==> src/verilog/gpio_port_regs.vh <==
// Constants for the port input-mode and pin interrupt flag block.
// Assumes a 32-bit AXI4-Lite bus, one register per aligned word.
`ifndef GPIO_PORT_REGS_VH
`define GPIO_PORT_REGS_VH

// Register indices; byte address is four times the index
`define IDX_P0_FLAGS      8'h89
`define IDX_P1_FLAGS      8'h8a
`define IDX_P2_FLAGS      8'h8b
`define IDX_PORT_IRQ_CTL  8'h8c
`define IDX_P1_IRQ_EN     8'h8d
`define IDX_P0_INMODE     8'h8f
`define IDX_P1_INMODE     8'hf6
`define IDX_P2_INMODE     8'hf7
`define IDX_IRQ_STATUS    8'he0
`define IDX_IRQ_MASK      8'he1

// Reset values
`define RST_BYTE          8'h00
`define RST_EVT           3'h0
`define RST_P2_FLAGS      5'h00
`define P0_PULL_RST       8'hff
`define P2_PULL_RST       5'h1f

// Field positions in the port 2 input-mode register
`define P2_PULL_DIR_BIT   7
`define P1_PULL_DIR_BIT   6
`define P0_PULL_DIR_BIT   5
`define P2_MODE_MSB       4

// Field positions in the port interrupt control register
`define CTL_P2_IRQ_EN     5
`define CTL_P0_UPPER_EN   4
`define CTL_P0_LOWER_EN   3
`define CTL_P2_EDGE       2
`define CTL_P1_EDGE       1
`define CTL_P0_EDGE       0
`define CTL_RW_MASK       8'h7f

// Writable masks
`define P1_MODE_MASK      8'hfc
`define P2_FLAG_MASK      8'h1f

// Bus answers
`define RESP_OKAY         2'h0
`define RESP_DECERR       2'h3

`endif

==> src/verilog/pin_edge_detect.v <==
// Pin synchroniser with selectable rising or falling edge detection.
// Assumes asynchronous pin inputs and a single system clock.
`timescale 1ns/1ns

module pin_edge_detect #(
    parameter WIDTH = 8
) (
    // Clock and reset
    input  wire             clk,
    input  wire             srst,
    // Pins and control
    input  wire [WIDTH-1:0] pin_in,
    input  wire             fall_sel,
    // Edge pulses
    output reg  [WIDTH-1:0] edge_ff
);

    reg [WIDTH-1:0] meta_ff;
    reg [WIDTH-1:0] sync_ff;
    reg [WIDTH-1:0] last_ff;
    reg             fill1_ff;
    reg             fill2_ff;
    reg             armed_ff;

    // First stage feeds only the second stage
    always @(posedge clk) begin
        if (srst) begin
            meta_ff <= {WIDTH{1'b0}};
            sync_ff <= {WIDTH{1'b0}};
            last_ff <= {WIDTH{1'b0}};
            edge_ff <= {WIDTH{1'b0}};
            fill1_ff <= 1'b0;
            fill2_ff <= 1'b0;
            armed_ff <= 1'b0;
        end else begin
            meta_ff <= pin_in;
            sync_ff <= meta_ff;
            last_ff <= sync_ff;
            // Pulled pins idle high; no edge until last stage holds a real sample
            fill1_ff <= 1'b1;
            fill2_ff <= fill1_ff;
            armed_ff <= fill2_ff;
            if (fall_sel) begin
                edge_ff <= last_ff & ~sync_ff & {WIDTH{armed_ff}};
            end else begin
                edge_ff <= sync_ff & ~last_ff & {WIDTH{armed_ff}};
            end
        end
    end

endmodule

==> src/verilog/gpio_port_irq.v <==
// Input-mode control and per-pin interrupt flags for three I/O ports.
// Assumes an AXI4-Lite master on clk; pins are asynchronous to clk.
//
// Added by the designer: the AXI4-Lite register port.
`timescale 1ns/1ns
`include "gpio_port_regs.vh"

// Behaviour
// - Port 0 eight mode bits, 1 tristate
// - Port 1 mode bits 7:2 only
// - Port 2 mode bits 4:0
// - One pull direction bit per port
// - Pin request sets same-index flag
// - Ports 0,1 flags cleared by writing zero
// - Port 2 flags 4:0, upper read zero
// - Edge select: rising 0, falling 1
// - Port 0 split enables, port 2 shared
// - Port 1 per-pin enable bits
module gpio_port_irq #(
    parameter ADDR_W = 12
) (
    // Clock and reset
    input  wire              clk,
    input  wire              srst,
    // AXI4-Lite write address
    input  wire [ADDR_W-1:0] s_axi_awaddr,
    input  wire              s_axi_awvalid,
    output reg               s_axi_awready,
    // AXI4-Lite write data
    input  wire [31:0]       s_axi_wdata,
    input  wire [3:0]        s_axi_wstrb,
    input  wire              s_axi_wvalid,
    output reg               s_axi_wready,
    // AXI4-Lite write response
    output reg  [1:0]        s_axi_bresp,
    output reg               s_axi_bvalid,
    input  wire              s_axi_bready,
    // AXI4-Lite read address
    input  wire [ADDR_W-1:0] s_axi_araddr,
    input  wire              s_axi_arvalid,
    output reg               s_axi_arready,
    // AXI4-Lite read data
    output reg  [31:0]       s_axi_rdata,
    output reg  [1:0]        s_axi_rresp,
    output reg               s_axi_rvalid,
    input  wire              s_axi_rready,
    // Pin inputs
    input  wire [7:0]        port0_pin,
    input  wire [7:0]        port1_pin,
    input  wire [4:0]        port2_pin,
    // Pad pull controls
    output reg  [7:0]        port0_pull_en,
    output reg  [7:0]        port1_pull_en,
    output reg  [4:0]        port2_pull_en,
    output reg               port0_pull_direction,
    output reg               port1_pull_direction,
    output reg               port2_pull_direction,
    // Processor interrupt requests
    output reg               port0_cpu_irq,
    output reg               port1_cpu_irq,
    output reg               port2_cpu_irq,
    output reg               irq
);

    // Registers
    reg [7:0]        port0_input_mode_ff;
    reg [7:0]        port1_input_mode_ff;
    reg [7:0]        port2_input_mode_and_pull_select_ff;
    reg [7:0]        port0_irq_flag_bits_ff;
    reg [7:0]        port1_irq_flag_bits_ff;
    reg [4:0]        port2_irq_flag_bits_ff;
    reg [7:0]        port_irq_ctl_ff;
    reg [7:0]        port1_pin_irq_enable_ff;
    reg [2:0]        irq_status_ff;
    reg [2:0]        irq_mask_ff;

    // Bus state
    reg              aw_got_ff;
    reg              w_got_ff;
    reg [ADDR_W-1:0] awaddr_ff;
    reg [31:0]       wdata_ff;
    reg              wstrb0_ff;

    reg              nxt_aw_got;
    reg              nxt_w_got;
    reg              nxt_bvalid;
    reg              nxt_rvalid;
    reg              do_write;
    reg              ar_take;

    // Decoded accesses
    wire [7:0]       wr_idx;
    wire [7:0]       rd_idx;
    reg              wr_hit;
    reg [7:0]        rd_val;
    reg              rd_hit;

    // Edge pulses
    wire [7:0]       p0_edge;
    wire [7:0]       p1_edge;
    wire [4:0]       p2_edge;

    // Flag updates
    reg [7:0]        nxt_p0_flags;
    reg [7:0]        nxt_p1_flags;
    reg [4:0]        nxt_p2_flags;
    reg [7:0]        p0_en_vec;
    reg [2:0]        new_evt;
    reg [2:0]        nxt_status;

    assign wr_idx = awaddr_ff[9:2];
    assign rd_idx = s_axi_araddr[9:2];

    pin_edge_detect #(
        .WIDTH (8)
    ) u_p0_edge (
        .clk      (clk),
        .srst     (srst),
        .pin_in   (port0_pin),
        .fall_sel (port_irq_ctl_ff[`CTL_P0_EDGE]),
        .edge_ff  (p0_edge)
    );

    pin_edge_detect #(
        .WIDTH (8)
    ) u_p1_edge (
        .clk      (clk),
        .srst     (srst),
        .pin_in   (port1_pin),
        .fall_sel (port_irq_ctl_ff[`CTL_P1_EDGE]),
        .edge_ff  (p1_edge)
    );

    pin_edge_detect #(
        .WIDTH (5)
    ) u_p2_edge (
        .clk      (clk),
        .srst     (srst),
        .pin_in   (port2_pin),
        .fall_sel (port_irq_ctl_ff[`CTL_P2_EDGE]),
        .edge_ff  (p2_edge)
    );

    // Handshake bookkeeping; one write and one read in flight
    always @* begin
        nxt_aw_got = aw_got_ff | (s_axi_awvalid & s_axi_awready);
        nxt_w_got  = w_got_ff | (s_axi_wvalid & s_axi_wready);
        do_write   = aw_got_ff & w_got_ff;
        nxt_bvalid = s_axi_bvalid & ~s_axi_bready;
        if (do_write) begin
            nxt_aw_got = 1'b0;
            nxt_w_got  = 1'b0;
            nxt_bvalid = 1'b1;
        end
        ar_take    = s_axi_arvalid & s_axi_arready;
        nxt_rvalid = ar_take | (s_axi_rvalid & ~s_axi_rready);
    end

    always @* begin
        wr_hit = 1'b1;
        if (wr_idx == `IDX_P0_FLAGS) begin
            wr_hit = 1'b1;
        end else if (wr_idx == `IDX_P1_FLAGS) begin
            wr_hit = 1'b1;
        end else if (wr_idx == `IDX_P2_FLAGS) begin
            wr_hit = 1'b1;
        end else if (wr_idx == `IDX_PORT_IRQ_CTL) begin
            wr_hit = 1'b1;
        end else if (wr_idx == `IDX_P1_IRQ_EN) begin
            wr_hit = 1'b1;
        end else if (wr_idx == `IDX_P0_INMODE) begin
            wr_hit = 1'b1;
        end else if (wr_idx == `IDX_P1_INMODE) begin
            wr_hit = 1'b1;
        end else if (wr_idx == `IDX_P2_INMODE) begin
            wr_hit = 1'b1;
        end else if (wr_idx == `IDX_IRQ_STATUS) begin
            wr_hit = 1'b1;
        end else if (wr_idx == `IDX_IRQ_MASK) begin
            wr_hit = 1'b1;
        end else begin
            wr_hit = 1'b0;
        end
    end

    // Read mux; unused bits read as zero, except control bit 6, which is writable and reads back
    always @* begin
        rd_hit = 1'b1;
        rd_val = `RST_BYTE;
        if (rd_idx == `IDX_P0_FLAGS) begin
            rd_val = port0_irq_flag_bits_ff;
        end else if (rd_idx == `IDX_P1_FLAGS) begin
            rd_val = port1_irq_flag_bits_ff;
        end else if (rd_idx == `IDX_P2_FLAGS) begin
            rd_val = {3'h0, port2_irq_flag_bits_ff};
        end else if (rd_idx == `IDX_PORT_IRQ_CTL) begin
            rd_val = port_irq_ctl_ff;
        end else if (rd_idx == `IDX_P1_IRQ_EN) begin
            rd_val = port1_pin_irq_enable_ff;
        end else if (rd_idx == `IDX_P0_INMODE) begin
            rd_val = port0_input_mode_ff;
        end else if (rd_idx == `IDX_P1_INMODE) begin
            rd_val = port1_input_mode_ff;
        end else if (rd_idx == `IDX_P2_INMODE) begin
            rd_val = port2_input_mode_and_pull_select_ff;
        end else if (rd_idx == `IDX_IRQ_STATUS) begin
            rd_val = {5'h00, irq_status_ff};
        end else if (rd_idx == `IDX_IRQ_MASK) begin
            rd_val = {5'h00, irq_mask_ff};
        end else begin
            rd_hit = 1'b0;
        end
    end

    // Flag next state: clear by written zeros, set wins
    always @* begin
        nxt_p0_flags = port0_irq_flag_bits_ff;
        nxt_p1_flags = port1_irq_flag_bits_ff;
        nxt_p2_flags = port2_irq_flag_bits_ff;
        if (do_write && wstrb0_ff) begin
            if (wr_idx == `IDX_P0_FLAGS) begin
                nxt_p0_flags = port0_irq_flag_bits_ff & wdata_ff[7:0];
            end else if (wr_idx == `IDX_P1_FLAGS) begin
                nxt_p1_flags = port1_irq_flag_bits_ff & wdata_ff[7:0];
            end else if (wr_idx == `IDX_P2_FLAGS) begin
                nxt_p2_flags = port2_irq_flag_bits_ff & wdata_ff[4:0];
            end
        end
        nxt_p0_flags = nxt_p0_flags | p0_edge;
        nxt_p1_flags = nxt_p1_flags | p1_edge;
        nxt_p2_flags = nxt_p2_flags | p2_edge;
    end

    // Enabled new requests become sticky events
    always @* begin
        p0_en_vec = {{4{port_irq_ctl_ff[`CTL_P0_UPPER_EN]}},
                     {4{port_irq_ctl_ff[`CTL_P0_LOWER_EN]}}};
        new_evt[0] = |(p0_edge & p0_en_vec);
        new_evt[1] = |(p1_edge & port1_pin_irq_enable_ff);
        new_evt[2] = |p2_edge & port_irq_ctl_ff[`CTL_P2_IRQ_EN];
        nxt_status = irq_status_ff;
        if (ar_take && rd_idx == `IDX_IRQ_STATUS) begin
            nxt_status = `RST_EVT;
        end
        // Event in the clearing cycle is kept
        nxt_status = nxt_status | new_evt;
    end

    // Bus handshake registers
    always @(posedge clk) begin
        if (srst) begin
            aw_got_ff     <= 1'b0;
            w_got_ff      <= 1'b0;
            awaddr_ff     <= {ADDR_W{1'b0}};
            wdata_ff      <= 32'h0000_0000;
            wstrb0_ff     <= 1'b0;
            s_axi_awready <= 1'b0;
            s_axi_wready  <= 1'b0;
            s_axi_bvalid  <= 1'b0;
            s_axi_bresp   <= `RESP_OKAY;
            s_axi_arready <= 1'b0;
            s_axi_rvalid  <= 1'b0;
            s_axi_rresp   <= `RESP_OKAY;
            s_axi_rdata   <= 32'h0000_0000;
        end else begin
            aw_got_ff     <= nxt_aw_got;
            w_got_ff      <= nxt_w_got;
            if (s_axi_awvalid && s_axi_awready) begin
                awaddr_ff <= s_axi_awaddr;
            end
            if (s_axi_wvalid && s_axi_wready) begin
                wdata_ff  <= s_axi_wdata;
                wstrb0_ff <= s_axi_wstrb[0];
            end
            // Ready only while nothing is held or owed
            s_axi_awready <= ~nxt_aw_got & ~nxt_bvalid & ~do_write;
            s_axi_wready  <= ~nxt_w_got & ~nxt_bvalid & ~do_write;
            s_axi_bvalid  <= nxt_bvalid;
            if (do_write) begin
                s_axi_bresp <= wr_hit ? `RESP_OKAY : `RESP_DECERR;
            end
            s_axi_arready <= ~nxt_rvalid;
            s_axi_rvalid  <= nxt_rvalid;
            if (ar_take) begin
                s_axi_rdata <= {24'h00_0000, rd_val};
                s_axi_rresp <= rd_hit ? `RESP_OKAY : `RESP_DECERR;
            end
        end
    end

    // Software registers and flags
    always @(posedge clk) begin
        if (srst) begin
            port0_input_mode_ff                 <= `RST_BYTE;
            port1_input_mode_ff                 <= `RST_BYTE;
            port2_input_mode_and_pull_select_ff <= `RST_BYTE;
            port_irq_ctl_ff                     <= `RST_BYTE;
            port1_pin_irq_enable_ff             <= `RST_BYTE;
            irq_mask_ff                         <= `RST_EVT;
            irq_status_ff                       <= `RST_EVT;
            port0_irq_flag_bits_ff              <= `RST_BYTE;
            port1_irq_flag_bits_ff              <= `RST_BYTE;
            port2_irq_flag_bits_ff              <= `RST_P2_FLAGS;
        end else begin
            port0_irq_flag_bits_ff <= nxt_p0_flags;
            port1_irq_flag_bits_ff <= nxt_p1_flags;
            port2_irq_flag_bits_ff <= nxt_p2_flags;
            irq_status_ff          <= nxt_status;
            if (do_write && wstrb0_ff) begin
                if (wr_idx == `IDX_P0_INMODE) begin
                    port0_input_mode_ff <= wdata_ff[7:0];
                end else if (wr_idx == `IDX_P1_INMODE) begin
                    port1_input_mode_ff <= wdata_ff[7:0] & `P1_MODE_MASK;
                end else if (wr_idx == `IDX_P2_INMODE) begin
                    port2_input_mode_and_pull_select_ff <= wdata_ff[7:0];
                end else if (wr_idx == `IDX_PORT_IRQ_CTL) begin
                    // Top bit reads zero
                    port_irq_ctl_ff <= wdata_ff[7:0] & `CTL_RW_MASK;
                end else if (wr_idx == `IDX_P1_IRQ_EN) begin
                    port1_pin_irq_enable_ff <= wdata_ff[7:0];
                end else if (wr_idx == `IDX_IRQ_MASK) begin
                    irq_mask_ff <= wdata_ff[2:0];
                end
            end
        end
    end

    // Pad controls and interrupt outputs, all registered
    always @(posedge clk) begin
        if (srst) begin
            port0_pull_en        <= `P0_PULL_RST;
            port1_pull_en        <= `P1_MODE_MASK;
            port2_pull_en        <= `P2_PULL_RST;
            port0_pull_direction <= 1'b0;
            port1_pull_direction <= 1'b0;
            port2_pull_direction <= 1'b0;
            port0_cpu_irq        <= 1'b0;
            port1_cpu_irq        <= 1'b0;
            port2_cpu_irq        <= 1'b0;
            irq                  <= 1'b0;
        end else begin
            port0_pull_en <= ~port0_input_mode_ff;
            // Pins 1:0 of port 1 have no pull control
            port1_pull_en <= ~port1_input_mode_ff & `P1_MODE_MASK;
            port2_pull_en <= ~port2_input_mode_and_pull_select_ff[`P2_MODE_MSB:0];
            port0_pull_direction <= port2_input_mode_and_pull_select_ff[`P0_PULL_DIR_BIT];
            port1_pull_direction <= port2_input_mode_and_pull_select_ff[`P1_PULL_DIR_BIT];
            port2_pull_direction <= port2_input_mode_and_pull_select_ff[`P2_PULL_DIR_BIT];
            port0_cpu_irq <= |(port0_irq_flag_bits_ff & p0_en_vec);
            port1_cpu_irq <= |(port1_irq_flag_bits_ff & port1_pin_irq_enable_ff);
            port2_cpu_irq <= |port2_irq_flag_bits_ff & port_irq_ctl_ff[`CTL_P2_IRQ_EN];
            irq           <= |(irq_status_ff & irq_mask_ff);
        end
    end

endmodule

==> config.mk <==
export PLATFORM = sky130hd
export DESIGN_NAME = gpio_port_irq
export DESIGN_NICKNAME = d
export VERILOG_FILES = /design/src/verilog/pin_edge_detect.v /design/src/verilog/gpio_port_irq.v
export VERILOG_INCLUDE_DIRS = /design/src /design/src/verilog
export SDC_FILE = /design/constraint.sdc
export NUM_CORES = 1
export LEC_CHECK = 0
export BUFFER_PORTS_ARGS = -buffer_cell sky130_fd_sc_hd__buf_2
export CORE_MARGIN = 1.5
export CORE_UTILIZATION = 59
export DETAILED_ROUTE_END_ITERATION = 16
export HOLD_SLACK_MARGIN = 0.12
export PLACE_DENSITY = 0.84
export SLEW_MARGIN = 20
export SYNTH_ARGS = -nofsm -noshare
export SYNTH_HDL_FRONTEND = slang
export SYNTH_SLANG_ARGS = --single-unit
==> constraint.sdc <==
create_clock -name clk -period 4.9 [get_ports clk]
set_input_delay 0.49 -clock clk [delete_from_list [all_inputs] [get_ports clk]]
set_output_delay 0.49 -clock clk [all_outputs]
set_load 0.01 [all_outputs]
==> results of run 1 <==
## sequential cells by signal, indices dropped and copies added, names as in the netlist, 6 cells and up
name,flops
awaddr_ff,8
port0_input_mode_ff,8
port0_irq_flag_bits_ff,8
port0_pull_en,8
port1_irq_flag_bits_ff,8
port1_pin_irq_enable_ff,8
port2_input_mode_and_pull_select_ff,8
s_axi_rdata,8
u_p0_edge.edge_ff,8
u_p0_edge.last_ff,8
u_p0_edge.meta_ff,8
u_p0_edge.sync_ff,8
u_p1_edge.edge_ff,8
u_p1_edge.last_ff,8
u_p1_edge.meta_ff,8
u_p1_edge.sync_ff,8
wdata_ff,8
port_irq_ctl_ff,7
port1_input_mode_ff,6
port1_pull_en,6
## synth_stat cells (3+ instances only)
library cell | number | share of area (%)
sky130_fd_sc_hd__o211ai_1 | 3 | 0.28
sky130_fd_sc_hd__mux2i_1 | 44 | 5.5
sky130_fd_sc_hd__a31oi_1 | 4 | 0.31
sky130_fd_sc_hd__clkbuf_1 | 40 | 1.9
sky130_fd_sc_hd__nand3_1 | 12 | 0.74
sky130_fd_sc_hd__nor2b_1 | 80 | 6.2
sky130_fd_sc_hd__mux2_2 | 4 | 0.56
sky130_fd_sc_hd__a22oi_1 | 10 | 0.93
sky130_fd_sc_hd__nand2b_1 | 7 | 0.54
sky130_fd_sc_hd__nor2_4 | 3 | 0.42
sky130_fd_sc_hd__nor2_1 | 125 | 5.8
sky130_fd_sc_hd__inv_1 | 29 | 1.3
sky130_fd_sc_hd__nor3_1 | 7 | 0.43
sky130_fd_sc_hd__o22ai_1 | 4 | 0.31
sky130_fd_sc_hd__o221ai_1 | 3 | 0.33
sky130_fd_sc_hd__a32o_1 | 3 | 0.37
sky130_fd_sc_hd__o311a_1 | 3 | 0.37
sky130_fd_sc_hd__nor4_1 | 5 | 0.39
sky130_fd_sc_hd__nand2_1 | 103 | 4.8
sky130_fd_sc_hd__o21ai_0 | 43 | 2.7
sky130_fd_sc_hd__nand4_1 | 4 | 0.31
sky130_fd_sc_hd__or2_2 | 8 | 0.62
sky130_fd_sc_hd__dfxtp_1 | 211 | 52
sky130_fd_sc_hd__and2_1 | 3 | 0.23
sky130_fd_sc_hd__o41ai_1 | 4 | 0.43
sky130_fd_sc_hd__a21oi_1 | 78 | 4.8
sky130_fd_sc_hd__buf_4 | 28 | 2.6
## through the flow
stage	worst slack, ns	power (mW)	hold WS [ns]
global route	2.45	3.59	0.204
global placement	2.68	1.99	0.381
CTS	2.66	3.50	0.193
detailed placement	2.68	1.99	0.386
floorplan	3.04	1.95	0.365
finish	2.63	3.49	0.199
## cells in the final DEF (no fill, tap or decap), types with 4 or more instances in the layout
master,instances
sky130_fd_sc_hd__a21oi_1,78
sky130_fd_sc_hd__a22oi_1,10
sky130_fd_sc_hd__a31oi_1,4
sky130_fd_sc_hd__buf_2,94
sky130_fd_sc_hd__buf_4,4
sky130_fd_sc_hd__clkbuf_16,21
sky130_fd_sc_hd__clkinv_2,8
sky130_fd_sc_hd__conb_1,26
sky130_fd_sc_hd__dfxtp_1,211
sky130_fd_sc_hd__inv_1,29
sky130_fd_sc_hd__mux2_2,4
sky130_fd_sc_hd__mux2i_1,44
sky130_fd_sc_hd__nand2_1,103
sky130_fd_sc_hd__nand2b_1,7
sky130_fd_sc_hd__nand3_1,12
sky130_fd_sc_hd__nand4_1,4
sky130_fd_sc_hd__nor2_1,125
sky130_fd_sc_hd__nor2b_1,80
sky130_fd_sc_hd__nor3_1,7
sky130_fd_sc_hd__nor4_1,5
sky130_fd_sc_hd__o21ai_0,43
sky130_fd_sc_hd__o22ai_1,4
sky130_fd_sc_hd__o41ai_1,4
sky130_fd_sc_hd__or2_2,8
## critical path, delay by kind of cell (launching register included)
family           cells  cell delay [ns]
and+or+nand+nor      4             1.42
DFF                  1             0.45
muxes                1             0.27
## layer usage
layer	GRT usage (%)	share of wire [%]
met1	32.6	44
met2	42.3	46
met3	3.18	5.9
met4	10.6	4.1
met5	0	0
## area by class of cell
type | instances | area [µm²]
clock buffers | 24 | 557
clock inverters | 13 | 104
fillers | 1051 | 4130
inverters | 29 | 109
multi-input cells | 622 | 3450
flip-flops and latches | 211 | 4220
well taps | 176 | 220
repair buffers | 98 | 500
## power groups by stage
stage / registers [mW] / clock network [mW] / logic [mW]
after detailed placement: 1.83 / 0 / 0.165
after global placement: 1.83 / 0 / 0.163
after floorplan: 1.82 / 0 / 0.130
after global routing: 1.79 / 1.61 / 0.187
final: 1.79 / 1.53 / 0.167
after CTS: 1.79 / 1.55 / 0.166
## logic make-up after synthesis
logic type | synth area share, %
other cells | 0.0465
simple gates | 22.7
buf+inv | 6.03
mux | 6.02
flops | 52.4
compound gates | 12.8
## final timing paths
kind	startpoint	endpoint	slack [ns]	cells after the start
max	w_got_ff	port_irq_ctl_ff[1]	2.63	5
min	port0_pin[2]	u_p0_edge.meta_ff[2]	0.20	2
max reg2reg	w_got_ff	port_irq_ctl_ff[1]	2.63	5
min reg2reg	port0_input_mode_ff[6]	port0_pull_en[6]	0.40	1
==> tab_implementation.tex, run 1 <==
\begin{tabular}{lr}
\hline
Metric & Value \\
\hline
\multicolumn{2}{l}{\textbf{CTS}} \\
\quad Postcts setup bufs & 0 \\
\quad H-Tree Level Count & 1 \\
\quad Number of sinks on the clock net & roughly 210 \\
\quad Clk\_lat worst skew & about 0.5 ns \\
\quad Hold Buf Count CTS & 0 \\
\quad Clock tree from TritonCTS & yes \\
\quad Number of buffers on the longest clock path & 3 \\
\quad Number of buffers inserted during clock tree synthesis & 21 \\
\quad Cts repair resizes & 0 \\
\quad Clock-pin slew on the worst setup and hold paths & roughly 0.060 ns \\
\quad Clock root cell & sky130\_fd\_sc\_hd\_\_clkbuf\_16 \\
\multicolumn{2}{l}{\textbf{Layout}} \\
\quad Utilization after layout & between 60\% and 70\% \\
\quad Share of final-layout standard cells stronger than drive strength 1 & 15.4\% \\
\quad Non-filler cells in the finished layout & $\sim$1200 \\
\quad Number of nets at the end of the flow & 1071 \\
\quad Synth-to-layout area growth & 13.6\% \\
\quad Number of antenna cells inserted & 0 \\
\quad Post-route cell area & slightly above 0.009 mm² \\
\multicolumn{2}{l}{\textbf{STA}} \\
\quad Slew of the pin with the lowest slew margin & a little under 0.7 ns \\
\quad Slew margin rel. & 54.9\% \\
\quad Count of pins over their slew limit & 0 \\
\quad Setup-violating endpoint count in the final report & 0 \\
\quad Max Fclk & roughly 440 MHz \\
\quad Period utilization & between 40\% and 50\% \\
\quad Total Negative Setup Slacks & 0 ns \\
\quad Minimum clock period after layout & approximately 2.3 ns \\
\quad Final Hold Vio Count & 0 \\
\quad Setup Skew & roughly 0.014 ns \\
\quad Unrepaired setup endpoints after global routing & false \\
\multicolumn{2}{l}{\textbf{Worst setup path}} \\
\quad Critical Path Start Type & flip-flop \\
\quad Slowest cell on the critical path & sky130\_fd\_sc\_hd\_\_or4b\_4 \\
\quad Max FO, Critical Path & 10 \\
\quad Critical path capture point type & flip-flop \\
\quad Setup CP Type & flip-flop to flip-flop \\
\quad Required arrival time at the worst endpoint & 5.25 ns \\
\quad Crit-path max cell delay & a little over 0.6 ns \\
\quad Cell Chain, Critical Path & nand3\_2, or4b\_4, nor3\_4, mux2i\_1, nor2\_1 \\
\quad Arrival time of the worst setup path & 2.62 ns \\
\multicolumn{2}{l}{\textbf{Floorplan}} \\
\quad Die Ht & 120 µm \\
\quad Core region area & about 0.013 mm² \\
\quad Die X-Extent & roughly 120 µm \\
\quad Initial core utilization & between 60\% and 70\% \\
\quad Die Footprint & around 0.014 mm² \\
\quad Floorplan row count & 42 \\
\quad I/O pin count & 157 \\
\multicolumn{2}{l}{\textbf{Place}} \\
\quad Sum of net half-perimeters after detailed placement & approximately 12 mm \\
\quad Port bufs & 95 \\
\quad Placed insts & 1136 \\
\quad Post-place instance area & $\sim$0.0085 mm² \\
\quad GP Congestion & 0.958 \\
\multicolumn{2}{l}{\textbf{Synth}} \\
\quad Post-synthesis cell type count & between 50 and 60 \\
\quad Proportion of synthesized flip-flops having asynchronous set or reset & 0\% \\
\quad Average footprint of a synthesized cell & 8.87 µm² \\
\quad Post-synthesis instance area & just over 0.008 mm² \\
\quad Sequential-to-total area share from yosys stat & $\sim$52\% \\
\quad Post-synth EDFFs & 0 \\
\quad Syn Inst Count & 909 \\
\quad Post-synthesis sequential element count & roughly 210 \\
\quad Predominant post-synthesis flop cell & sky130\_fd\_sc\_hd\_\_dfxtp\_1 \\
\quad Yosys synthesis warning count & 0 \\
\multicolumn{2}{l}{\textbf{Pwr}} \\
\quad Combinational fraction of design power & $\sim$4.8\% \\
\quad Internal power consumption & $\sim$2.7 mW \\
\quad Net switching component of the power & between 0.7 and 0.8 mW \\
\quad Leakage power & 3.43 nW \\
\quad Clock network power share & 43.8\% \\
\quad Worst IR drop on VDD & around 0.28 mV \\
\quad Share of power burned in registers & 51.3\% \\
\quad Switching share of total power & 22.8\% \\
\quad Power density over the cells & 380 mW/mm² \\
\multicolumn{2}{l}{\textbf{Detailed routing}} \\
\quad DRC marker count from the first detailed-route iteration & $\sim$660 \\
\quad Total vias in the final route & about 6400 \\
\quad Average wire length per cell after detail routing & $\sim$16 µm \\
\quad Number of iterations in the first detailed-routing pass & 5 \\
\quad Final antenna-violating net count & 0 \\
\quad Vias per std cell & about 5.5 \\
\quad Remaining design rule violation count & 0 \\
\quad Post-detailed-routing wire length & between 15 and 20 mm \\
\multicolumn{2}{l}{\textbf{GRT}} \\
\quad Number of antenna violations at the first check in global routing & 0 \\
\quad Wire length of the first global-routing pass & about 29 mm \\
\quad Vias in the first global route & 5762 \\
\quad Grt total ovfl & 0 \\
\quad Total GRT Usage & 25.1\% \\
\quad Pin count of the biggest net entering global routing & 70 \\
\multicolumn{2}{l}{\textbf{Worst hold path}} \\
\quad Worst min-delay path category & primary input to flip-flop \\
\multicolumn{2}{l}{\textbf{Job}} \\
\quad Max Cap Viol & 0 \\
\multicolumn{2}{l}{\textbf{Outcome}} \\
\quad Outcome & finished, final reports clean \\
\hline
\end{tabular}
No activity file was read; power rests on OpenSTA's default activity.
==> inputs of run 2 (changes only) <==
ABC_AREA = 1   (was unset)
CORE_UTILIZATION = 55   (was 59)
PLACE_DENSITY = 0.8   (was 0.84)
clock period = 2.2 ns   (was 4.9 ns; I/O delays follow)
==> run 2 against run 1 <==
Routed wire length up 5.0%. Worst hold slack better by 0.0037 ns. Area after synthesis down 0.84%. Clock power up 130%. Critical path type unchanged. Critical endpoint is now port1_irq_flag_bits_ff[7].
==> tab_implementation.tex, run 2 <==
\begin{tabular}{lr}
\hline
Metric & Value \\
\hline
\multicolumn{2}{l}{\textbf{STA}} \\
\quad Max Fclk & $\sim$540 MHz \\
\quad Slew margin rel. & around half \\
\quad Total Negative Setup Slacks & 0 ns \\
\quad Setup-violating endpoint count in the final report & 0 \\
\quad Unrepaired setup endpoints after global routing & false \\
\quad Period utilization & about 85\% \\
\quad Minimum clock period after layout & around 1.9 ns \\
\quad Count of pins over their slew limit & 0 \\
\quad Setup Skew & around 0.012 ns \\
\quad Slew of the pin with the lowest slew margin & $\sim$0.74 ns \\
\quad Final Hold Vio Count & 0 \\
\multicolumn{2}{l}{\textbf{Worst setup path}} \\
\quad Crit path max-delay family & simple AND/OR/NAND/NOR gates \\
\quad RR Startpoint & awaddr\_ff[6] \\
\quad Setup CP Type & flip-flop to flip-flop \\
\quad Required arrival time at the worst endpoint & $\sim$2.6 ns \\
\quad Crit-path max cell delay & a little under 0.4 ns \\
\quad Max FO, Critical Path & 8 \\
\quad Register-to-Register Path Depth & 6 \\
\quad Critical Path Start Type & flip-flop \\
\quad Number of buffers and inverters on the critical path & 1 \\
\quad Arrival time of the worst setup path & $\sim$2.2 ns \\
\quad Reg2reg setup slack & 0.33 ns \\
\quad Critical path capture point type & flip-flop \\
\quad Slowest cell on the critical path & sky130\_fd\_sc\_hd\_\_nor3\_1 \\
\quad Worst reg2reg endpoint & port1\_irq\_flag\_bits\_ff[7] \\
\quad Cell Chain, Critical Path & inv\_1, nand4\_1, nor3\_1, nand3\_1, o21ai\_0, a21oi\_1 \\
\quad Critical Path Stages & 6 \\
\multicolumn{2}{l}{\textbf{Floorplan}} \\
\quad I/O pin count & around 160 \\
\quad Floorplan row count & 43 \\
\quad Die Ht & roughly 120 µm \\
\quad Initial core utilization & between 50\% and 60\% \\
\quad Die Footprint & 0.0153 mm² \\
\quad Core region area & between 0.01 and 0.015 mm² \\
\quad Die X-Extent & about 120 µm \\
\multicolumn{2}{l}{\textbf{Place}} \\
\quad GP Congestion & 0.973 \\
\quad Sum of net half-perimeters after detailed placement & around 13 mm \\
\quad Port bufs & 95 \\
\multicolumn{2}{l}{\textbf{Layout}} \\
\quad Number of nets at the end of the flow & around 1300 \\
\quad Most common cell after layout, fill and taps aside & sky130\_fd\_sc\_hd\_\_dfxtp\_1 \\
\quad FILL cells & roughly 1100 \\
\quad Share of final-layout standard cells stronger than drive strength 1 & between 10 and 15\% \\
\quad Number of antenna cells inserted & 0 \\
\quad Commonest non-fill, non-tap cells in the layout & sky130\_fd\_sc\_hd\_\_dfxtp\_1, sky130\_fd\_sc\_hd\_\_inv\_1, sky130\_fd\_sc\_hd\_\_nor2\_1 \\
\quad Synth-to-layout area growth & 21.7\% \\
\multicolumn{2}{l}{\textbf{Worst hold path}} \\
\quad Worst min-delay path category & primary input to flip-flop \\
\quad Cell depth of the worst hold path & 4 \\
\quad Min-Delay Endpoint & s\_axi\_rdata[2] \\
\quad Start point of the worst hold path & s\_axi\_araddr[3] \\
\multicolumn{2}{l}{\textbf{Pwr}} \\
\quad Internal power consumption & $\sim$6.2 mW \\
\quad Worst IR drop on VDD & about 0.63 mV \\
\quad Leakage power & $\sim$4.3 nW \\
\quad Switching share of total power & between 20 and 25\% \\
\quad Clock network power share & $\sim$45\% \\
\quad Combinational fraction of design power & 5.6\% \\
\quad Total power draw & 8.00 mW \\
\quad Net switching component of the power & 1.81 mW \\
\quad Power density over the cells & about 820 mW/mm² \\
\quad Share of power burned in registers & 49.5\% \\
\multicolumn{2}{l}{\textbf{CTS}} \\
\quad Clock root cell & sky130\_fd\_sc\_hd\_\_clkbuf\_16 \\
\quad Number of sinks on the clock net & 211 \\
\quad Cts repair resizes & 0 \\
\quad Postcts setup bufs & 0 \\
\quad Number of buffers on the longest clock path & 3 \\
\quad Clock tree from TritonCTS & yes \\
\quad Clk\_lat worst skew & about 0.50 ns \\
\quad H-Tree Level Count & 1 \\
\quad Hold Buf Count CTS & 57 \\
\quad Clock-pin slew on the worst setup and hold paths & approximately 0.070 ns \\
\quad Number of buffers inserted during clock tree synthesis & 22 \\
\multicolumn{2}{l}{\textbf{GRT}} \\
\quad Wire length of the first global-routing pass & about 32 mm \\
\quad Pin count of the biggest net entering global routing & $\sim$60 \\
\quad Number of antenna violations at the first check in global routing & 0 \\
\quad Grt total ovfl & 0 \\
\quad Total GRT Usage & between 20\% and 30\% \\
\quad Vias in the first global route & 6605 \\
\multicolumn{2}{l}{\textbf{Detailed routing}} \\
\quad DRC marker count from the first detailed-route iteration & 581 \\
\quad Total vias in the final route & roughly 7000 \\
\quad Average wire length per cell after detail routing & 14.2 µm \\
\quad Number of iterations in the first detailed-routing pass & 6 \\
\quad Remaining design rule violation count & 0 \\
\quad Post-detailed-routing wire length & approximately 19 mm \\
\quad Final antenna-violating net count & 0 \\
\quad Vias per std cell & roughly 5.2 \\
\multicolumn{2}{l}{\textbf{Synth}} \\
\quad Post-synthesis sequential element count & 211 \\
\quad Predominant post-synthesis flop cell & sky130\_fd\_sc\_hd\_\_dfxtp\_1 \\
\quad Syn Inst Count & 1018 \\
\quad Post-synth EDFFs & 0 \\
\quad Cell accounting for the most synthesized area & sky130\_fd\_sc\_hd\_\_dfxtp\_1 \\
\quad Proportion of synthesized flip-flops having asynchronous set or reset & 0\% \\
\quad Yosys synthesis warning count & 0 \\
\quad Most used standard cells in the synthesized netlist & sky130\_fd\_sc\_hd\_\_dfxtp\_1, sky130\_fd\_sc\_hd\_\_inv\_1, sky130\_fd\_sc\_hd\_\_nor2\_1, sky130\_fd\_sc\_hd\_\_nand2\_1, sky130\_fd\_sc\_hd\_\_a21oi\_1 \\
\quad Synth area leaders & sky130\_fd\_sc\_hd\_\_dfxtp\_1, sky130\_fd\_sc\_hd\_\_inv\_1, sky130\_fd\_sc\_hd\_\_nor2\_1 \\
\quad Sequential-to-total area share from yosys stat & a little over half \\
\quad Top-area cell type share of the netlist area & approximately 53\% \\
\quad Most frequent cell after synthesis & sky130\_fd\_sc\_hd\_\_dfxtp\_1 \\
\quad Post-synthesis cell type count & 40 \\
\quad Post-synthesis instance area & 0.00800 mm² \\
\quad Average footprint of a synthesized cell & between 7 and 8 µm² \\
\multicolumn{2}{l}{\textbf{Job}} \\
\quad Max Cap Viol & 0 \\
\multicolumn{2}{l}{\textbf{Outcome}} \\
\quad Outcome & finished, final reports clean \\
\hline
\end{tabular}
## run 2: cell types whose count changed in the layout (fill, tap and decap cells not counted), moves of 10 or more
cell / before / now
sky130_fd_sc_hd__nor2b_1: 80 / 0
sky130_fd_sc_hd__a22oi_1: 10 / 0
sky130_fd_sc_hd__inv_1: 29 / 158
sky130_fd_sc_hd__a21oi_1: 78 / 105
sky130_fd_sc_hd__nand4_1: 4 / 16
sky130_fd_sc_hd__mux2i_1: 44 / 0
sky130_fd_sc_hd__nand3_1: 12 / 33
sky130_fd_sc_hd__dlygate4sd3_1: 0 / 57
sky130_fd_sc_hd__nor2_1: 125 / 143
sky130_fd_sc_hd__nor3_1: 7 / 24
sky130_fd_sc_hd__o21ai_0: 43 / 86
## run 2: layout make-up
type | count | area (µm²) | share of cell area, %
Multi-Input combinational cell | 602 | 2830 | 29.0
Clock inverter | 13 | 115 | 1.18
Sequential cell | 211 | 4220 | 43.4
Clock buffer | 26 | 606 | 6.22
Timing Repair Buffer | 159 | 1110 | 11.4
Inverter | 166 | 624 | 6.41
Tap cell | 180 | 225 | 2.31
## run 2: routing by layer
metal	track usage (%)	up-vias	wire [µm]
li1	-	3482	-
met1	32.5	3210	8000
met2	45.1	299	9150
met3	4.53	69	1280
met4	10.8	0	868
met5	0	-	0
## run 2: kinds of logic (layout without fill, tap and decap cells)
family | after synthesis | in the layout | synth area share, %
simple gates | 351 | 351 | 18.9
other cells | 1 | 26 | 0.0469
compound gates | 225 | 225 | 15.2
buf+inv | 230 | 364 | 13.0
flops | 211 | 211 | 52.8
## run 2: power by group through the flow
stage | combinational [mW] | clock, mW | sequential, mW
2_1_floorplan | 0.282 | 0 | 4.03
3_5_place_dp | 0.359 | 0 | 4.04
6_report | 0.450 | 3.59 | 3.96
5_1_grt | 0.504 | 3.82 | 3.96
3_3_place_gp | 0.349 | 0 | 4.04
4_1_cts | 0.437 | 3.64 | 3.95
## run 2: worst max path at each step
stage / start / endpoint
after detailed placement: srst / u_p2_edge.edge_ff[3]
after floorplan: awaddr_ff[6] / port1_irq_flag_bits_ff[0]
after CTS: srst / u_p2_edge.edge_ff[3]
after global placement: awaddr_ff[6] / port1_irq_flag_bits_ff[2]
after global routing: awaddr_ff[6] / port1_irq_flag_bits_ff[5]
final: awaddr_ff[6] / port1_irq_flag_bits_ff[7]
## run 2: stage by stage
stage                     instances  worst slack [ns]  cell area, µm²  utilization [%]  hold slack, ns
after floorplan                1043             0.841            8090                -           0.327
after global placement         1261             0.469            8440             60.1           0.380
after detailed placement       1261             0.432            8440             60.1           0.384
after CTS                      1357             0.388            9740             69.3           0.184
after global routing           1357             0.114            9740             69.3           0.247
final                          1357             0.333            9740             69.3           0.203
## run 2: tightest hold or removal path: stages
cell and delay, ns:
sky130_fd_sc_hd__buf_2 0.17, sky130_fd_sc_hd__nand4_1 0.10, sky130_fd_sc_hd__nand2_1 0.06, sky130_fd_sc_hd__a21oi_1 0.11
==> inputs of run 3 (changes only) <==
CORE_UTILIZATION = 49   (was 55)
PLACE_DENSITY = 0.75   (was 0.8)
clock period = 1.7 ns   (was 2.2 ns; I/O delays follow)
==> run 3 against run 2 <==
Clock power rose by 21%. Sequential power up 29%. Non-clock buffer count unchanged. Via count down 2.8%. Largest power group unchanged.
==> tab_implementation.tex, run 3 (same netlist as run 2, synthesis figures left out) <==
\begin{tabular}{lr}
\hline
Metric & Value \\
\hline
\multicolumn{2}{l}{\textbf{Outcome}} \\
\quad Outcome & finished, final reports clean \\
\multicolumn{2}{l}{\textbf{Job}} \\
\quad Max Cap Viol & 0 \\
\multicolumn{2}{l}{\textbf{GRT}} \\
\quad Vias in the first global route & about 6400 \\
\quad Number of antenna violations at the first check in global routing & 0 \\
\quad Most heavily used metal layer in global routing & met2 \\
\quad Wire length of the first global-routing pass & between 30 and 40 mm \\
\quad Met1 Usage GRT & between 20 and 30\% \\
\quad Pin count of the biggest net entering global routing & 110 \\
\quad Met3 usage in global routing & under 10\% \\
\quad Total GRT Usage & between 20 and 25\% \\
\quad Grt total ovfl & 0 \\
\quad Met2 usage & 39.3\% \\
\multicolumn{2}{l}{\textbf{Layout}} \\
\quad Number of antenna cells inserted & 0 \\
\quad FF/Latch Area & 0.00423 mm² \\
\quad Synth-to-layout area growth & 21.1\% \\
\quad Share of final-layout standard cells stronger than drive strength 1 & between 15 and 20\% \\
\quad Commonest non-fill, non-tap cells in the layout & sky130\_fd\_sc\_hd\_\_dfxtp\_1, sky130\_fd\_sc\_hd\_\_inv\_1, sky130\_fd\_sc\_hd\_\_nor2\_1 \\
\quad Most common cell after layout, fill and taps aside & sky130\_fd\_sc\_hd\_\_dfxtp\_1 \\
\quad Post-route cell area & roughly 0.0097 mm² \\
\quad Number of nets at the end of the flow & 1249 \\
\quad FILL cells & 1431 \\
\quad Footprint of the multi-input gates & 0.00284 mm² \\
\quad Utilization after layout & between 60\% and 70\% \\
\multicolumn{2}{l}{\textbf{Floorplan}} \\
\quad I/O pin count & 157 \\
\quad Floorplan row count & between 40 and 50 \\
\quad Die Footprint & $\sim$0.017 mm² \\
\quad Die Ht & approximately 130 µm \\
\quad Core region area & 0.0159 mm² \\
\quad Die X-Extent & 131 µm \\
\quad Initial core utilization & approximately 50\% \\
\multicolumn{2}{l}{\textbf{STA}} \\
\quad Setup Skew & approximately 0.0062 ns \\
\quad Setup-violating endpoint count in the final report & 0 \\
\quad Final worst setup slack & between 0.07 and 0.08 ns \\
\quad Slew of the pin with the lowest slew margin & around 0.70 ns \\
\quad Unrepaired setup endpoints after global routing & true \\
\quad Worst hold slack & about 0.14 ns \\
\quad Max Fclk & 616 MHz \\
\quad Final Hold Vio Count & 0 \\
\quad Slew margin rel. & a little over half \\
\quad Count of pins over their slew limit & 0 \\
\quad Minimum clock period after layout & approximately 1.6 ns \\
\quad Period utilization & between 90\% and 100\% \\
\multicolumn{2}{l}{\textbf{Worst setup path}} \\
\quad Critical path capture point type & flip-flop \\
\quad Required arrival time at the worst endpoint & between 2 and 2.5 ns \\
\quad Setup CP Type & flip-flop to flip-flop \\
\quad Max FO, Critical Path & 12 \\
\quad Critical Path Start Type & flip-flop \\
\quad Arrival time of the worst setup path & $\sim$2.0 ns \\
\multicolumn{2}{l}{\textbf{Pwr}} \\
\quad Leakage power & roughly 4.2 nW \\
\quad Power density over the cells & $\sim$1000 mW/mm² \\
\quad Worst IR drop on VDD & 0.648 mV \\
\quad Total power draw & between 10 and 15 mW \\
\multicolumn{2}{l}{\textbf{CTS}} \\
\quad Number of sinks on the clock net & $\sim$210 \\
\quad Clock tree from TritonCTS & yes \\
\quad Number of buffers on the longest clock path & 3 \\
\quad Clock root cell & sky130\_fd\_sc\_hd\_\_clkbuf\_16 \\
\quad Number of buffers inserted during clock tree synthesis & 21 \\
\quad Clock-pin slew on the worst setup and hold paths & 0.06 ns \\
\quad Clk\_lat worst skew & about 0.49 ns \\
\quad H-Tree Level Count & 1 \\
\multicolumn{2}{l}{\textbf{Detailed routing}} \\
\quad Average wire length per cell after detail routing & 13.7 µm \\
\quad Total vias in the final route & around 6900 \\
\quad Final antenna-violating net count & 0 \\
\quad Vias per std cell & between 4 and 5 \\
\quad DRC marker count from the first detailed-route iteration & 422 \\
\quad Post-detailed-routing wire length & roughly 19 mm \\
\quad Number of iterations in the first detailed-routing pass & 5 \\
\quad Remaining design rule violation count & 0 \\
\multicolumn{2}{l}{\textbf{Place}} \\
\quad Setup WS pre-CTS & 0.0286 ns \\
\quad Port bufs & between 90 and 100 \\
\quad Sum of net half-perimeters after detailed placement & between 10 and 15 mm \\
\quad GP Congestion & approximately 0.93 \\
\quad Post-place instance area & 0.00861 mm² \\
\multicolumn{2}{l}{\textbf{Worst hold path}} \\
\quad Worst min-delay path category & primary input to flip-flop \\
\hline
\end{tabular}
==> run 3: changes by cell type in the layout (fill, tap and decap cells not counted), moves of 3 or more <==
cell                            before  now
sky130_fd_sc_hd__clkinv_2            8    3
sky130_fd_sc_hd__o21ai_1             4    7
sky130_fd_sc_hd__o21ai_0            86   83
sky130_fd_sc_hd__dlygate4sd3_1      57   41
sky130_fd_sc_hd__clkinvlp_4          3    0
sky130_fd_sc_hd__clkbuf_1            0    5
sky130_fd_sc_hd__buf_4               7   22
==> run 3: cell type report <==
cell class | instances | share of cell area [%]
inverters | 166 | 6.44
clock inverters | 3 | 0.413
repair buffers | 159 | 11.2
flip-flops and latches | 211 | 43.6
well taps | 216 | 2.79
multi-input cells | 602 | 29.3
clock buffers | 30 | 6.18
==> run 3: what timing repair did <==
| action | 4_1_cts | 5_1_grt |
|---|---|---|
| setup buffers | 0 | 1 |
| setup endpoints to repair | 0 | 45 |
| resized for setup | 0 | 10 |
| hold buffers | 41 | 0 |
| hold endpoints to repair | 44 | 0 |
==> run 3: layer usage <==
| metal | share of wire (%) | wire length [µm] |
|---|---|---|
| met3 | 6.4 | 1210 |
| met5 | 0 | 0 |
| met2 | 47 | 9000 |
| met4 | 3.8 | 722 |
| met1 | 43 | 8120 |
==> run 3: worst paths after layout <==
path | from | to | slack (ns) | depth (start not counted)
setup reg to reg | awaddr_ff[7] | port1_input_mode_ff[6] | 0.08 | 10
hold / removal | s_axi_araddr[3] | s_axi_rdata[2] | 0.14 | 4
setup / recovery | awaddr_ff[7] | port1_input_mode_ff[6] | 0.08 | 10
hold reg to reg | port0_input_mode_ff[6] | port0_pull_en[6] | 0.39 | 1
==> run 3: report_power, final <==
part           leakage (nW)  internal [mW]  switching, mW
clock                 0.315           2.58           1.77
sequential             1.72           5.06         0.0573
combinational          2.17          0.224          0.349
==> run 3: per-stage QoR <==
| step | setup TNS (ns) | cells |
|---|---|---|
| after floorplan | 0 | 1043 |
| after global placement | 0 | 1312 |
| after detailed placement | 0 | 1312 |
| after CTS | 0 | 1386 |
| after global routing | -0.108 | 1387 |
| final | 0 | 1387 |
==> run 3: worst max-delay path: stages, from the launching register on <==
cell and delay, ns:
sky130_fd_sc_hd__dfxtp_1 0.30, sky130_fd_sc_hd__inv_1 0.10, sky130_fd_sc_hd__nand4_1 0.15, sky130_fd_sc_hd__inv_1 0.12
sky130_fd_sc_hd__nand3_1 0.11, sky130_fd_sc_hd__buf_4 0.16, sky130_fd_sc_hd__nand2_1 0.10, sky130_fd_sc_hd__nor3_2 0.06
sky130_fd_sc_hd__buf_4 0.17, sky130_fd_sc_hd__o21ai_0 0.17, sky130_fd_sc_hd__a21oi_1 0.06
